### src/oss_defines.svh
/*
  Constants of the octal switch serial control block: frame width,
  channel counts, bit positions and reset values.
  Assumes inclusion by bare name from the package; the design file uses the macros without its own include.
*/
`ifndef OSS_DEFINES_SVH
`define OSS_DEFINES_SVH

// Frame and channel geometry
`define OSS_NCH          8
`define OSS_NPAR         4
`define OSS_MSB          7
// Reset values
`define OSS_CMD_RST      8'h00
`define OSS_SHIFT_RST    8'h00
`define OSS_CNT_RST      4'h0
// Bit count of one full frame
`define OSS_FRAME_BITS   4'h8

`endif

### src/oss_pkg.sv
/*
  Types of the octal switch serial control block.
  Assumes oss_defines.svh is on the include path.
*/
`include "oss_defines.svh"

package oss_pkg;

  // Serial pins as driven, synchronised later inside oss_ctrl
  typedef struct packed {
    logic sclk;
    logic cs_n;
    logic sdi;
  } oss_spi_t;

  // Whole state of the block
  typedef struct packed {
    logic [2:0] sclk_sync;  // Two sync stages plus edge history
    logic [2:0] cs_sync;
    logic [1:0] sdi_sync;
    logic [7:0] shift;      // Eight bit shift register
    logic [7:0] cmd;        // Output latches
    logic [7:0] diag;       // Latched fault bits
    logic [3:0] cnt;        // Falling edges seen this frame, saturating at eight
    logic       sdo;        // Serial output bit
    logic       sdo_oe;     // Serial output enable
  } oss_state_t;

endpackage : oss_pkg

### src/oss_ctrl.sv
/*
  Serial control and fault readback of an eight channel low side
  switch: serial shift register, output latches, parallel drive OR,
  fault latching and summary fault flag.
  Assumes the serial pins come from another clock domain and are
  synchronised here; fault inputs come from analog protection on
  clk_sys_i.
*/
`timescale 1ns/100ps

module oss_ctrl
  import oss_pkg::*;
(
  // Clock and reset
  input  wire logic       clk_sys_i,
  input  wire logic       srst_i,
  // Serial pins from the master
  input  wire oss_pkg::oss_spi_t spi_i,
  output logic            sdo_o,
  output logic            sdo_oe_o,
  // Reset pin, active low, pulled up outside
  input  wire logic       rst_pin_n_i,
  // Parallel drive inputs, pulled down outside
  input  wire logic [3:0] parallel_drive_i,
  // Per channel protection status from analog side
  input  wire logic [7:0] overload_i,
  input  wire logic [7:0] overtemp_i,
  input  wire logic [7:0] open_load_i,
  // Power stage gate commands
  output logic [7:0]      power_output_o,
  // Open drain summary fault, drives low while enabled
  output logic            fault_n_o,
  output logic            fault_n_oe_o
);
  import oss_pkg::*;

  oss_state_t s_q;       // Registered state
  oss_state_t s_d;       // Next state
  logic       sclk_rise; // Serial clock rising, synchronised
  logic       sclk_fall; // Serial clock falling, synchronised
  logic       cs_rise;   // Select release
  logic       cs_fall;   // Select assertion
  logic       cs_low;    // Frame in progress
  logic [7:0] fault_now; // Live per channel faults
  logic [7:0] drive;     // Combined channel drive
  logic [7:0] diag_live; // Diagnosis bits as reported

  // Edge detection reads only second and third stages
  assign sclk_rise = s_q.sclk_sync[1] & ~s_q.sclk_sync[2];
  assign sclk_fall = ~s_q.sclk_sync[1] & s_q.sclk_sync[2];
  assign cs_rise   = s_q.cs_sync[1] & ~s_q.cs_sync[2];
  assign cs_fall   = ~s_q.cs_sync[1] & s_q.cs_sync[2];
  assign cs_low    = ~s_q.cs_sync[2];

  // Per channel faults, each channel on its own
  // Overtemperature counts as a plain fault; thermal cycling stays analog
  assign fault_now = overload_i | overtemp_i | open_load_i;

  // Channel drive, generated per channel
  genvar g;
  generate
    for (g = 0; g < `OSS_NCH; g++)
    begin : g_ch
      if (g < `OSS_NPAR)
      begin : g_par
        // Parallel OR serial; pull-down makes open pin low
        assign drive[g] = s_q.cmd[g] | parallel_drive_i[g];
        // Serial bit overrides parallel for diagnosis
        assign diag_live[g] = s_q.cmd[g] ? ~s_q.diag[g]
                                         : s_q.diag[g];
      end
      else
      begin : g_ser
        assign drive[g] = s_q.cmd[g];
        assign diag_live[g] = s_q.cmd[g] ^ s_q.diag[g];
      end
    end
  endgenerate

  // Next state
  always_comb
  begin
    s_d = s_q;
    // Synchronisers: first stage read only by the second
    s_d.sclk_sync = {s_q.sclk_sync[1:0], spi_i.sclk};
    s_d.cs_sync   = {s_q.cs_sync[1:0], spi_i.cs_n};
    s_d.sdi_sync  = {s_q.sdi_sync[0], spi_i.sdi};
    // Fault latching; new fault wins over clear
    if (cs_rise)
      s_d.diag = fault_now;
    else
      s_d.diag = s_q.diag | fault_now;
    if (!rst_pin_n_i)
    begin
      // Reset pin clears shifter and latches
      s_d.shift  = `OSS_SHIFT_RST;
      s_d.cmd    = `OSS_CMD_RST;
      s_d.cnt    = `OSS_CNT_RST;
      s_d.sdo    = 1'b0;
      s_d.sdo_oe = 1'b0;
    end
    else if (cs_fall)
    begin
      // Load reported fault bits, drive first bit
      s_d.shift  = diag_live;
      s_d.sdo    = diag_live[`OSS_MSB];
      s_d.sdo_oe = 1'b1;
      s_d.cnt    = `OSS_CNT_RST;
    end
    else if (cs_rise)
    begin
      // Apply only when a complete frame was clocked
      if (s_q.cnt == `OSS_FRAME_BITS)
        s_d.cmd = s_q.shift;
      s_d.sdo_oe = 1'b0;
    end
    else if (cs_low)
    begin
      // Shift in MSB first; top bit falls out for chaining
      if (sclk_fall)
      begin
        s_d.shift = {s_q.shift[6:0], s_q.sdi_sync[1]};
        if (s_q.cnt != `OSS_FRAME_BITS)
          s_d.cnt = s_q.cnt + 4'h1;
      end
      // Next bit presented after rising edge; the top bit already
      // stands from select fall, and the rise precedes that bit's shift
      if (sclk_rise)
        s_d.sdo = s_q.shift[`OSS_MSB - 1];
    end
    // Deselected: clock and data ignored
  end

  // State register
  always_ff @(posedge clk_sys_i)
  begin
    if (srst_i)
    begin
      s_q           <= '0;
      s_q.cs_sync   <= 3'h7;
      s_q.cmd       <= `OSS_CMD_RST;
    end
    else
      s_q <= s_d;
  end

  // Outputs; common reset path forces all channels off
  assign power_output_o = rst_pin_n_i ? drive : 8'h00;
  assign sdo_o          = s_q.sdo;
  assign sdo_oe_o       = s_q.sdo_oe & cs_low;
  assign fault_n_o      = 1'b0;
  assign fault_n_oe_o   = |s_q.diag;

endmodule : oss_ctrl

### config.mk
export PLATFORM = sky130hd
export DESIGN_NAME = oss_ctrl
export DESIGN_NICKNAME = d
export VERILOG_FILES = /design/src/oss_pkg.sv /design/src/oss_ctrl.sv
export VERILOG_INCLUDE_DIRS = /design/src
export SDC_FILE = /design/constraint.sdc
export NUM_CORES = 1
export LEC_CHECK = 0
export BUFFER_PORTS_ARGS = -buffer_cell sky130_fd_sc_hd__buf_4
export CORE_MARGIN = 5
export CORE_UTILIZATION = 40
export DETAILED_ROUTE_END_ITERATION = 8
export HOLD_SLACK_MARGIN = 0.12
export PLACE_DENSITY = 0.66
export SLEW_MARGIN = 20
export SYNTH_ARGS = -nofsm -noshare
export SYNTH_HDL_FRONTEND = slang
export SYNTH_SLANG_ARGS = --single-unit
### constraint.sdc
create_clock -name clk_sys_i -period 1.8 [get_ports clk_sys_i]
set_clock_uncertainty 0.15 [all_clocks]
set_input_delay 0.36 -clock clk_sys_i [delete_from_list [all_inputs] [get_ports clk_sys_i]]
set_output_delay 0.36 -clock clk_sys_i [all_outputs]
set_load 0.01 [all_outputs]
* After elaboration in Yosys (flattened, before gate mapping)
Cells that the tools add are included.
** Cells by class
- $add $sub $neg :: 1
- Equal/unequal tests :: 4
- Bitwise logic cells :: 27
- Reductions and logical operators :: 10
- Mux-type cells :: 15
** Operator list (count)
- 8-bit 2-to-1 mux :: 6
- 8-bit OR :: 3
- 1-bit inverter :: 11
- 3-bit AND reduction :: 3
- 1-bit 2-to-1 mux :: 8
- 8-bit OR reduction :: 1
- 2-bit nonzero test :: 3
- 1-bit bitwise AND :: 5
- 4-bit by 1-bit adder with 4-bit output (second input constant) :: 1
- 4-bit equality test (second input constant) :: 1
- 2-bit by 1-bit inequality test with 1-bit output (second input constant) :: 2
- 4-bit inequality test (second input constant) :: 1
- 1-bit OR :: 4
- 4-bit AND reduction :: 1
- 1-bit bitwise XOR :: 4
- 3-bit OR reduction :: 1
- 2-bit 2-to-1 mux :: 1
- 2-bit OR reduction :: 1
** Word-level totals
- Output and inout bits :: 12
- Bits in registers :: 38

* Depth between registers and ports, before layout
Gate-level depths: netlist (run 1).
- Depth after elaboration :: 6
- Gate-level depth with buffers :: 6
- Gate-level depth less buffers :: 5

* Worst setup path before layout (run 1)
OpenSTA, ideal clock, no wires.
- Path type :: flip-flop to flip-flop
- Start :: register s_q[34] (netlist bit)
- End :: register s_q[4] (netlist bit)
- Path buffers :: 0
- Setup time :: 70 ps
- Clock period less this slack :: 1976 ps
- Data arrival time :: 1756 ps
- Setup slack :: -176 ps
- Stages on the path, launching flop included :: 6
- Required time :: 1580 ps
- Cell sequence :: dfxtp_1 inv_1 ha_1 or4b_4 or4_1 a21oi_1
** Between the ends
- Cells in the longest elaborated chain, start to end :: 4
- Elaborated cells between the ends (all ways) :: 6
- Classes of those cells :: 4 x bitwise; 2 x reduce/logical
** RTL lines
- from (decl) :: RTL line oss_ctrl.sv:37 : oss_state_t s_q;
- 1-bit inverter (no source line)
- 1-bit bitwise AND :: RTL line oss_ctrl.sv:51 : assign cs_rise = s_q.cs_sync[1] & ~s_q.cs_sync[2];
- 1-bit inverter (no source line)
- 4-bit AND reduction (no source line)
Parallel ways exist; a longest one is shown, timed or not.
A chain may end at the register's enable or synchronous reset.

* Worst setup path in the final report (run 1)
Ends and elaborated chain as after synthesis.

==> impl_metrics.tcl, run 1 <==
set metrics [dict create \
    syn_area_per_cell_um2 8.88 \
    whs_endpoint "s_d[31]$_SDFF_PP0_" \
    net_count_after_synthesis 231 \
    hpwlAfterDp_um 2730 \
    detailedRoute.firstPassIterationCount 4 \
    cp-start-kind "flip-flop" \
    number_of_cells_traversed_by_the_worst_register_to_register_path 5 \
    synth_edf_count 0 \
    rrSetupSlack_ps -20 \
    core.rowCount 23 \
    area_growth_pct 32.4 \
    met2WireLength_um 1630 \
    static-leakage-power_nw 0.915 \
    num_vias 1435 \
    ys_ff_latch 38 \
    syn-cell-area_mm2 0.00170 \
    numCtsBuffers 5 \
    timing.critical_path.cells "inv_2 > ha_4 > or4b_4 > or4_1 > a21oi_1" \
    cp_slowest_stage_delay_ps 530 \
    number_of_global_route_vias_before_repair 1373 \
    floorplan.die_area_mm2 0.00564 \
    initial_antenna_violation_count 0 \
    final_min_period_over_clock_period_pct 101 \
    powerDensity_mw_per_mm2 708 \
    hold_violations 0 \
    hold_start "spi_i[0]" \
    worstSetupPathType "reg2reg" \
    detail_route.wl_per_cell_um 11.9 \
    cts_sink_count 38 \
    gr-usage-all-layers_pct 14.0 \
    die_y_um 75.1 \
    cts_htree_levels 2 \
    drt_first_iter_violations 57 \
    floorplan.io_pins 46 \
    die_x_um 75.1 \
    r2r_end "s_q[4]$_SDFFE_PP0P_" \
    period_minus_slack_ps 1820 \
    unrepaired_setup_endpoints_after_global_routing "true" \
    path_delay_family "simple AND/OR/NAND/NOR gates" \
    final-max-slew-violation-count 0 \
    grt_pass1_wl_um 6000 \
    run_status "complete, but fails checks" \
    core_mm2 0.00406 \
    setup_viol 1 \
    filler_cell_count 378 \
    synth_cells 191 \
    violated_checks "negative setup slack" \
    routed_met1_length_um 1650 \
    grt_overflow_total 0 \
    portBuffers 44 \
    crit_buf_inv 1 \
    clkLatencyLatePin_ps 280 \
    hold_path.class "in2reg" \
    synth_flop_cell "sky130_fd_sc_hd__dfxtp_1" \
    diodes 0 \
    critPathCaptureType "flip-flop" \
    synth_top_area_share_pct 44.8 \
    worst-endpoint-required_ps 1870 \
    whs_path_depth 2 \
    preCtsSetupSlack_ps -31.0 \
    yosys.area.top_type "sky130_fd_sc_hd__dfxtp_1" \
    timing.critical_path.fanout_max 6 \
    tritoncts "built" \
    post_synth_main_area_contributors "sky130_fd_sc_hd__dfxtp_1, sky130_fd_sc_hd__a21oi_1, sky130_fd_sc_hd__nand2_1, sky130_fd_sc_hd__mux2i_1, sky130_fd_sc_hd__ha_1" \
    worst_ep_arrival_time_ps 1890 \
    finalNetCount 285 \
    drc_errors 0 \
    cpMaxStageDelayCell "sky130_fd_sc_hd__or4b_4" \
    floorplan.initialDensity_pct 41.8 \
    crit-reg2reg-launch "s_q[34]$_SDFF_PP1_" \
    clk_transition_reported_paths_ps 70 \
    timing.fmax_ghz 0.551 \
    route.top_layer_used "met4" \
    synthArstFlopShare_pct 0 \
    route.final.wire_length_um 3530 \
    viasPerCell 4.85 \
    route.met3.wl_um 210 \
    yosysUniqueCellTypes 31 \
    fraction_of_layout_cells_with_a_size_suffix_above_1_pct 27.6 \
    vdd_ir_drop_max_uv 385 \
    ant_nets 0 \
    cts-root-buf "sky130_fd_sc_hd__clkbuf_8" \
    yosysWarningCount 0 \
    max_cap_violations 0 \
    max-clock-path-buffers 2 \
    grt_max_degree 13 \
    synth_seq_area_share_pct 44.8 \
    smallest_setup_slack_after_layout_ps -16.1 \
    hold-worst-slack_ps 130 \
    finalWeightedCongestion 0.795 \
]
==> metrics by stage <==
step	instance area, um^2	total power [mW]	util [%]	cells	TNS (ps)
after global placement	2130	1.05	52.5	286	-1.40
after floorplan	1700	0.962	-	191	-33.3
after detailed placement	2130	1.05	52.5	286	-31.0
final	2250	1.59	55.4	296	-16.1
after global routing	2250	1.67	55.4	296	-86.9
after CTS	2230	1.61	55.0	295	-43.1
==> worst max path at each step <==
stage / startpoint / end / slack, ps / depth (start not counted)
6_report: s_q[34]$_SDFF_PP1_ / s_q[4]$_SDFFE_PP0P_ / -20 / 5
3_3_place_gp: s_q[34]$_SDFF_PP1_ / s_q[4]$_SDFFE_PP0P_ / -1 / 5
3_5_place_dp: s_q[34]$_SDFF_PP1_ / s_q[4]$_SDFFE_PP0P_ / -30 / 5
5_1_grt: s_q[34]$_SDFF_PP1_ / s_q[4]$_SDFFE_PP0P_ / -80 / 5
4_1_cts: s_q[34]$_SDFF_PP1_ / s_q[4]$_SDFFE_PP0P_ / -30 / 5
2_1_floorplan: s_q[34]$_SDFF_PP1_ / s_q[4]$_SDFFE_PP0P_ / -30 / 5
==> repair_timing <==
action,CTS,global route
setup endpoints to repair,2,11
gates resized for setup,2,1
pin swaps,1,3
gates cloned,0,0
hold buffers,1,0
buffers inserted,0,1
hold endpoints to repair,1,0
==> cells in the mapped netlist (2+ instances only) <==
master	number
sky130_fd_sc_hd__dfxtp_1	38
sky130_fd_sc_hd__nand2_1	26
sky130_fd_sc_hd__a21oi_1	20
sky130_fd_sc_hd__nand2b_1	10
sky130_fd_sc_hd__mux2i_1	9
sky130_fd_sc_hd__nor2b_1	9
sky130_fd_sc_hd__o22ai_1	9
sky130_fd_sc_hd__nor3_1	8
sky130_fd_sc_hd__xor2_1	8
sky130_fd_sc_hd__clkbuf_1	6
sky130_fd_sc_hd__ha_1	6
sky130_fd_sc_hd__o21a_1	6
sky130_fd_sc_hd__inv_1	5
sky130_fd_sc_hd__and2_1	4
sky130_fd_sc_hd__o21ai_0	4
sky130_fd_sc_hd__nand3_1	3
sky130_fd_sc_hd__or2_2	3
sky130_fd_sc_hd__nor2_1	2
sky130_fd_sc_hd__nor4_1	2
sky130_fd_sc_hd__o211ai_1	2
==> per-layer routing <==
layer / GRT usage [%] / vias to the layer above
li1: - / 762
met1: 18.4 / 632
met2: 21.8 / 37
met3: 3.74 / 4
met4: 5.34 / 0
met5: 0 / -
==> state kept, by name, indices dropped and copies added (netlist names) <==
register and cells:
s_q 28, s_d 5, drive 4, sdo_o 1
==> cell type report <==
cell class	count	area, um^2	area share (%)
clock buffer	7	76.3	3.40
clock inverter	1	7.51	0.334
inverter	5	18.8	0.836
multi-input combinational	140	901	40.1
sequential	38	764	34.0
tap	50	62.6	2.79
timing repair buffer	55	415	18.5
==> layout by cell type (no fill, tap or decap), types with 2 or more instances in the layout <==
cell type                  synthesis  routed
sky130_fd_sc_hd__buf_4             1      54
sky130_fd_sc_hd__dfxtp_1          38      37
sky130_fd_sc_hd__nand2_1          26      26
sky130_fd_sc_hd__a21oi_1          20      20
sky130_fd_sc_hd__nand2b_1         10      10
sky130_fd_sc_hd__nor2b_1           9       9
sky130_fd_sc_hd__mux2i_1           9       9
sky130_fd_sc_hd__o22ai_1           9       9
sky130_fd_sc_hd__xor2_1            8       8
sky130_fd_sc_hd__nor3_1            8       8
sky130_fd_sc_hd__o21a_1            6       6
sky130_fd_sc_hd__ha_1              6       5
sky130_fd_sc_hd__clkbuf_8          0       5
sky130_fd_sc_hd__inv_1             5       4
sky130_fd_sc_hd__and2_1            4       4
sky130_fd_sc_hd__o21ai_0           4       4
sky130_fd_sc_hd__or2_2             3       3
sky130_fd_sc_hd__nand3_1           3       3
sky130_fd_sc_hd__nor2_1            2       2
sky130_fd_sc_hd__o211ai_1          2       2
sky130_fd_sc_hd__clkbuf_1          6       2
==> kinds of logic after synthesis <==
group	Yosys count	share of synthesized area (%)
flip-flops	38	44.8
other	1	0.221
buffers and inverters	13	3.17
XOR/XNOR	8	4.13
AO/OA/AOI/OAI	41	13.9
AND/OR/NAND/NOR	75	24.0
multiplexers	9	5.31
adder cells (fa/ha/maj)	6	4.42
==> report_power, final <==
group / leakage (nW) / internal [mW] / total, mW / switching (mW)
combinational: 0.566 / 0.0956 / 0.157 / 0.0616
clock: 0.0385 / 0.274 / 0.557 / 0.283
sequential: 0.311 / 0.859 / 0.877 / 0.0176
No activity file was read; power rests on OpenSTA's default activity.
==> run 2, diff against run 1 <==
- CORE_UTILIZATION: 40 -> 46
- HOLD_SLACK_MARGIN: 0.12 -> not set
- PLACE_DENSITY: 0.66 -> 0.74
- SLEW_MARGIN: 20 -> 0
==> impl_metrics.tcl, run 2 (same netlist as run 1, synthesis figures left out) <==
set metrics [dict create \
    run_status "complete, but fails checks" \
    violated_checks "negative setup slack" \
    grt_overflow_total 0 \
    vdd_ir_drop_max_uv 413 \
    initial_antenna_violation_count 0 \
    timing.critical_path.depth 5 \
    hold_start "spi_i[1]" \
    hold_violations 0 \
    setup_viol 1 \
    diodes 0 \
    floorplan.io_pins 46 \
    fraction_of_layout_cells_with_a_size_suffix_above_1_pct 26.9 \
    final-max-slew-violation-count 0 \
    viasPerCell 5.04 \
    cts_htree_levels 2 \
    powerDensity_mw_per_mm2 732 \
    placement.cell_area_mm2 0.00210 \
    grt_max_degree 19 \
    clkLatencyLatePin_ps 290 \
    number_of_cells_traversed_by_the_worst_register_to_register_path 5 \
    numCtsBuffers 5 \
    netSwitchingPower_uw 362 \
    max_cap_violations 0 \
    path_delay_family "simple AND/OR/NAND/NOR gates" \
    hold_path.class "in2reg" \
    seq_power_share_pct 54.0 \
    smallest_setup_slack_after_layout_ps -14.7 \
    floorplan.die_area_mm2 0.00500 \
    finish.instance_area_mm2 0.00221 \
    portBuffers 44 \
    core.rowCount 22 \
    unrepaired_setup_endpoints_after_global_routing "true" \
    cp-start-kind "flip-flop" \
    hpwlAfterDp_um 2550 \
    crit_buf_inv 1 \
    rrSetupSlack_ps -10 \
    finalPower_mw 1.62 \
    number_of_global_route_vias_before_repair 1355 \
    drc_errors 0 \
    route.final.wire_length_um 3510 \
    worst_ep_arrival_time_ps 1890 \
    finalNetCount 281 \
    power_frac_comb_pct 9.3 \
    period_minus_slack_ps 1810 \
    static-leakage-power_nw 0.905 \
    cts-root-buf "sky130_fd_sc_hd__clkbuf_8" \
    tritoncts "built" \
    largest_register "s_q" \
    final_min_period_over_clock_period_pct 101 \
    mostFrequentLayoutCells "sky130_fd_sc_hd__buf_4, sky130_fd_sc_hd__dfxtp_1, sky130_fd_sc_hd__nand2_1, sky130_fd_sc_hd__a21oi_1, sky130_fd_sc_hd__nand2b_1" \
    largest_register_ffs 28 \
    max-clock-path-buffers 2 \
    die_y_um 70.7 \
    worst-endpoint-required_ps 1870 \
    die_x_um 70.7 \
    timing.fmax_ghz 0.551 \
    crit-reg2reg-launch "s_q[34]$_SDFF_PP1_" \
    finalWeightedCongestion 0.765 \
    whs_endpoint "s_d[33]$_SDFF_PP1_" \
    critPathCaptureType "flip-flop" \
    cpMaxStageDelayCell "sky130_fd_sc_hd__or4b_4" \
    detail_route.wl_per_cell_um 12.1 \
    core_mm2 0.00361 \
    worstSetupPathType "reg2reg" \
    timing.critical_path.fanout_max 6 \
    detailedRoute.firstPassIterationCount 4 \
    clk_transition_reported_paths_ps 70 \
    area_growth_pct 30.4 \
    whs_path_depth 2 \
    r2r_end "s_q[4]$_SDFFE_PP0P_" \
    cp_slowest_stage_delay_ps 540 \
    internal_power_mw 1.26 \
    final_common_cell "sky130_fd_sc_hd__buf_4" \
    drt_first_iter_violations 69 \
    cts_hold_repair_buffers 0 \
    ant_nets 0 \
    gr-usage-all-layers_pct 14.4 \
    cts_sink_count 38 \
    timing.critical_path.cells "inv_2 > ha_4 > or4b_4 > or4_1 > a21oi_1" \
    p_clk_share_pct 36.6 \
    utilization_pct 61.3 \
    sw_ratio_pct 22.3 \
    grt_pass1_wl_um 5730 \
    floorplan.initialDensity_pct 47.1 \
    num_vias 1463 \
]
==> run 2: cell count changes in the layout (fill, tap and decap cells not counted) <==
cell | previous run | this run
sky130_fd_sc_hd__nor4_2 | 1 | 0
sky130_fd_sc_hd__clkinvlp_4 | 1 | 0
sky130_fd_sc_hd__buf_4 | 54 | 51
sky130_fd_sc_hd__dlygate4sd3_1 | 1 | 0
sky130_fd_sc_hd__clkinv_2 | 0 | 1
sky130_fd_sc_hd__nor4_1 | 1 | 2
sky130_fd_sc_hd__clkbuf_1 | 2 | 1
sky130_fd_sc_hd__clkbuf_8 | 5 | 6
==> run 2: metrics by stage <==
step	setup slack, ps	std cells	setup TNS, ps	hold WS (ps)
floorplan	-33.3	191	-33.3	239
global placement	4.45	281	0	244
detailed placement	-30.9	281	-30.9	245
CTS	-16.8	289	-16.8	89.8
global route	-64.2	290	-64.2	97.6
finish	-14.7	290	-14.7	101
==> run 2: worst register-to-register path: cells and delay by family, from the launching register on <==
kind,cells,cell delay [ps]
adders and majority gates,1,150
buffers and inverters,1,40
AOI/OAI and AO/OA,1,120
and+or+nand+nor,2,950
DFF,1,350
==> run 2: worst max path at each step <==
stage / start / to / slack, ps
2_1_floorplan: s_q[34]$_SDFF_PP1_ / s_q[4]$_SDFFE_PP0P_ / -30
3_3_place_gp: s_q[34]$_SDFF_PP1_ / s_q[4]$_SDFFE_PP0P_ / 4
3_5_place_dp: s_q[34]$_SDFF_PP1_ / s_q[4]$_SDFFE_PP0P_ / -30
4_1_cts: s_q[34]$_SDFF_PP1_ / s_q[4]$_SDFFE_PP0P_ / -20
5_1_grt: s_q[34]$_SDFF_PP1_ / s_q[4]$_SDFFE_PP0P_ / -60
6_report: s_q[34]$_SDFF_PP1_ / s_q[4]$_SDFFE_PP0P_ / -10
==> run 2: power groups by stage <==
stage          clock (mW)  sequential (mW)  combinational, mW
6_report            0.593            0.875              0.151
5_1_grt             0.652            0.877              0.167
4_1_cts             0.621            0.875              0.153
3_5_place_dp            0            0.894              0.151
3_3_place_gp            0            0.894              0.148
2_1_floorplan           0            0.890             0.0716
==> run 2: layer usage <==
metal  vias up  GRT usage (%)  routed length [um]
met5         -              0                   0
met4         0           7.31                  73
met3         7           4.55                 249
met2        41           23.6                1650
met1       662           16.9                1540
li1        753              -                   -
==> run 2: final cells by class <==
cell class                 instances  area (um^2)
fill                             325         1390
multi-input combinational        140          895
sequential                        38          764
timing repair buffer              51          383
clock buffer                       7         86.3
tap                               48         60.1
inverter                           5         18.8
clock inverter                     1         5.00
==> run 2: what timing repair did <==
action                     in CTS  in global routing
resized for setup               2                  0
setup endpoints to repair       1                 10
setup buffers                   0                  1
pin swaps                       0                  3
==> run 3, diff against run 2 <==
- CTS_BUF_LIST: not set -> sky130_fd_sc_hd__clkbuf_16
==> impl_metrics.tcl, run 3 (same netlist as run 1, synthesis figures left out) <==
set metrics [dict create \
    run_status "complete, but fails checks" \
    violated_checks "negative setup slack" \
    timing.fmax_ghz 0.553 \
    largest_register "s_q" \
    unrepaired_setup_endpoints_after_global_routing "true" \
    finish.cell_count_without_fillers 290 \
    route.final.wire_length_um 3500 \
    setup_viol 1 \
    detailedRoute.firstPassIterationCount 4 \
    smallest_setup_slack_after_layout_ps -7.38 \
    die_x_um 70.7 \
    floorplan.die_area_mm2 0.00500 \
    cp-start-kind "flip-flop" \
    initial_antenna_violation_count 0 \
    utilization_pct 62.6 \
    critPathCaptureType "flip-flop" \
    cts_sink_count 38 \
    vdd_ir_drop_max_uv 489 \
    numCtsBuffers 5 \
    grt_max_degree 19 \
    drc_errors 0 \
    finish.instance_area_mm2 0.00226 \
    cts_hold_repair_buffers 0 \
    hpwlAfterDp_um 2550 \
    portBuffers 44 \
    dpl.cell_count 281 \
    worstSetupPathType "reg2reg" \
    hold_violations 0 \
    hold-worst-slack_ps 114 \
    fraction_of_layout_cells_with_a_size_suffix_above_1_pct 26.4 \
    finalWeightedCongestion 0.765 \
    grt_overflow_total 0 \
    final_common_cell "sky130_fd_sc_hd__buf_4" \
    core_mm2 0.00361 \
    placement.cell_area_mm2 0.00210 \
    hold_path.class "in2reg" \
    die_y_um 70.7 \
    clk_transition_reported_paths_ps 50 \
    num_vias 1468 \
    detail_route.wl_per_cell_um 12.1 \
    static-leakage-power_nw 0.929 \
    core.rowCount 22 \
    max-clock-path-buffers 2 \
    finalNetCount 281 \
    grt_pass1_wl_um 5670 \
    cts-root-buf "sky130_fd_sc_hd__clkbuf_16" \
    number_of_global_route_vias_before_repair 1339 \
    clkLatencyLatePin_ps 280 \
    drt_first_iter_violations 94 \
    cts_htree_levels 2 \
    period_minus_slack_ps 1810 \
    floorplan.io_pins 46 \
    gr-usage-all-layers_pct 14.3 \
    mostFrequentLayoutCells "sky130_fd_sc_hd__buf_4, sky130_fd_sc_hd__dfxtp_1, sky130_fd_sc_hd__nand2_1, sky130_fd_sc_hd__a21oi_1, sky130_fd_sc_hd__nand2b_1" \
    largest_register_ffs 28 \
    worst-endpoint-required_ps 1860 \
    final_min_period_over_clock_period_pct 100 \
    preCtsSetupSlack_ps -30.9 \
    max_cap_violations 0 \
    timing.critical_path.fanout_max 6 \
    viasPerCell 5.06 \
    area_growth_pct 33.1 \
    final-max-slew-violation-count 0 \
    tritoncts "built" \
    diodes 0 \
    worst_ep_arrival_time_ps 1870 \
    ant_nets 0 \
    floorplan.initialDensity_pct 47.1 \
    powerDensity_mw_per_mm2 813 \
]
run 3: changes by cell type in the layout (fill, tap and decap cells not counted):
cell and delta:
sky130_fd_sc_hd__clkbuf_1 -1, sky130_fd_sc_hd__clkbuf_16 +5, sky130_fd_sc_hd__clkbuf_8 -6, sky130_fd_sc_hd__clkinv_1 +1, sky130_fd_sc_hd__inv_1 +1
run 3: worst max-delay path, stage by stage (launching register included):
cell	delay, ps
sky130_fd_sc_hd__dfxtp_4	340
sky130_fd_sc_hd__inv_2	40
sky130_fd_sc_hd__ha_4	150
sky130_fd_sc_hd__or4b_4	530
sky130_fd_sc_hd__or4_1	410
sky130_fd_sc_hd__a21oi_1	120
run 3: stage by stage:
| step | TNS, ps | total power, mW |
|---|---|---|
| floorplan | -33.3 | 0.962 |
| global placement | 0 | 1.04 |
| detailed placement | -30.9 | 1.04 |
| CTS | -10.4 | 1.86 |
| global route | -58.7 | 1.91 |
| finish | -7.38 | 1.84 |
run 3: routing by layer:
layer | GRT usage (%) | up-vias | routed length, um
met5 | 0 | - | 0
met4 | 7.31 | 0 | 57
met3 | 4.55 | 5 | 242
met2 | 23.1 | 43 | 1660
met1 | 17.0 | 665 | 1530
li1 | - | 755 | -
run 3: path summary, 6_finish.rpt:
| check | startpoint | to | slack (ps) | cells past startpoint |
|---|---|---|---|---|
| hold / removal | spi_i[1] | s_d[33]$_SDFF_PP1_ | 110 | 2 |
| setup reg to reg | s_q[34]$_SDFF_PP1_ | s_q[4]$_SDFFE_PP0P_ | -7 | 5 |
| setup / recovery | s_q[34]$_SDFF_PP1_ | s_q[4]$_SDFFE_PP0P_ | -7 | 5 |
| hold reg to reg | s_d[33]$_SDFF_PP1_ | s_d[34]$_SDFF_PP1_ | 260 | 1 |
run 3: area by class of cell:
cell class	instances	area (um^2)
inverter	5	18.8
clock inverter	3	12.5
sequential	38	764
tap	48	60.1
multi-input combinational	140	895
fill	312	1350
clock buffer	5	125
timing repair buffer	51	383
run 3: timing repair:
| action | CTS | global route |
|---|---|---|
| setup endpoints to repair | 1 | 10 |
| buffers inserted | 0 | 1 |
| resized for setup | 2 | 0 |
| pin swaps | 0 | 3 |
run 3: report_power, final:
group / switching [mW] / internal [mW] / leakage (nW)
clock: 0.310 / 0.499 / 0.0724
combinational: 0.0610 / 0.0898 / 0.546
sequential: 0.0158 / 0.860 / 0.311
total: 0.386 / 1.45 / 0.929
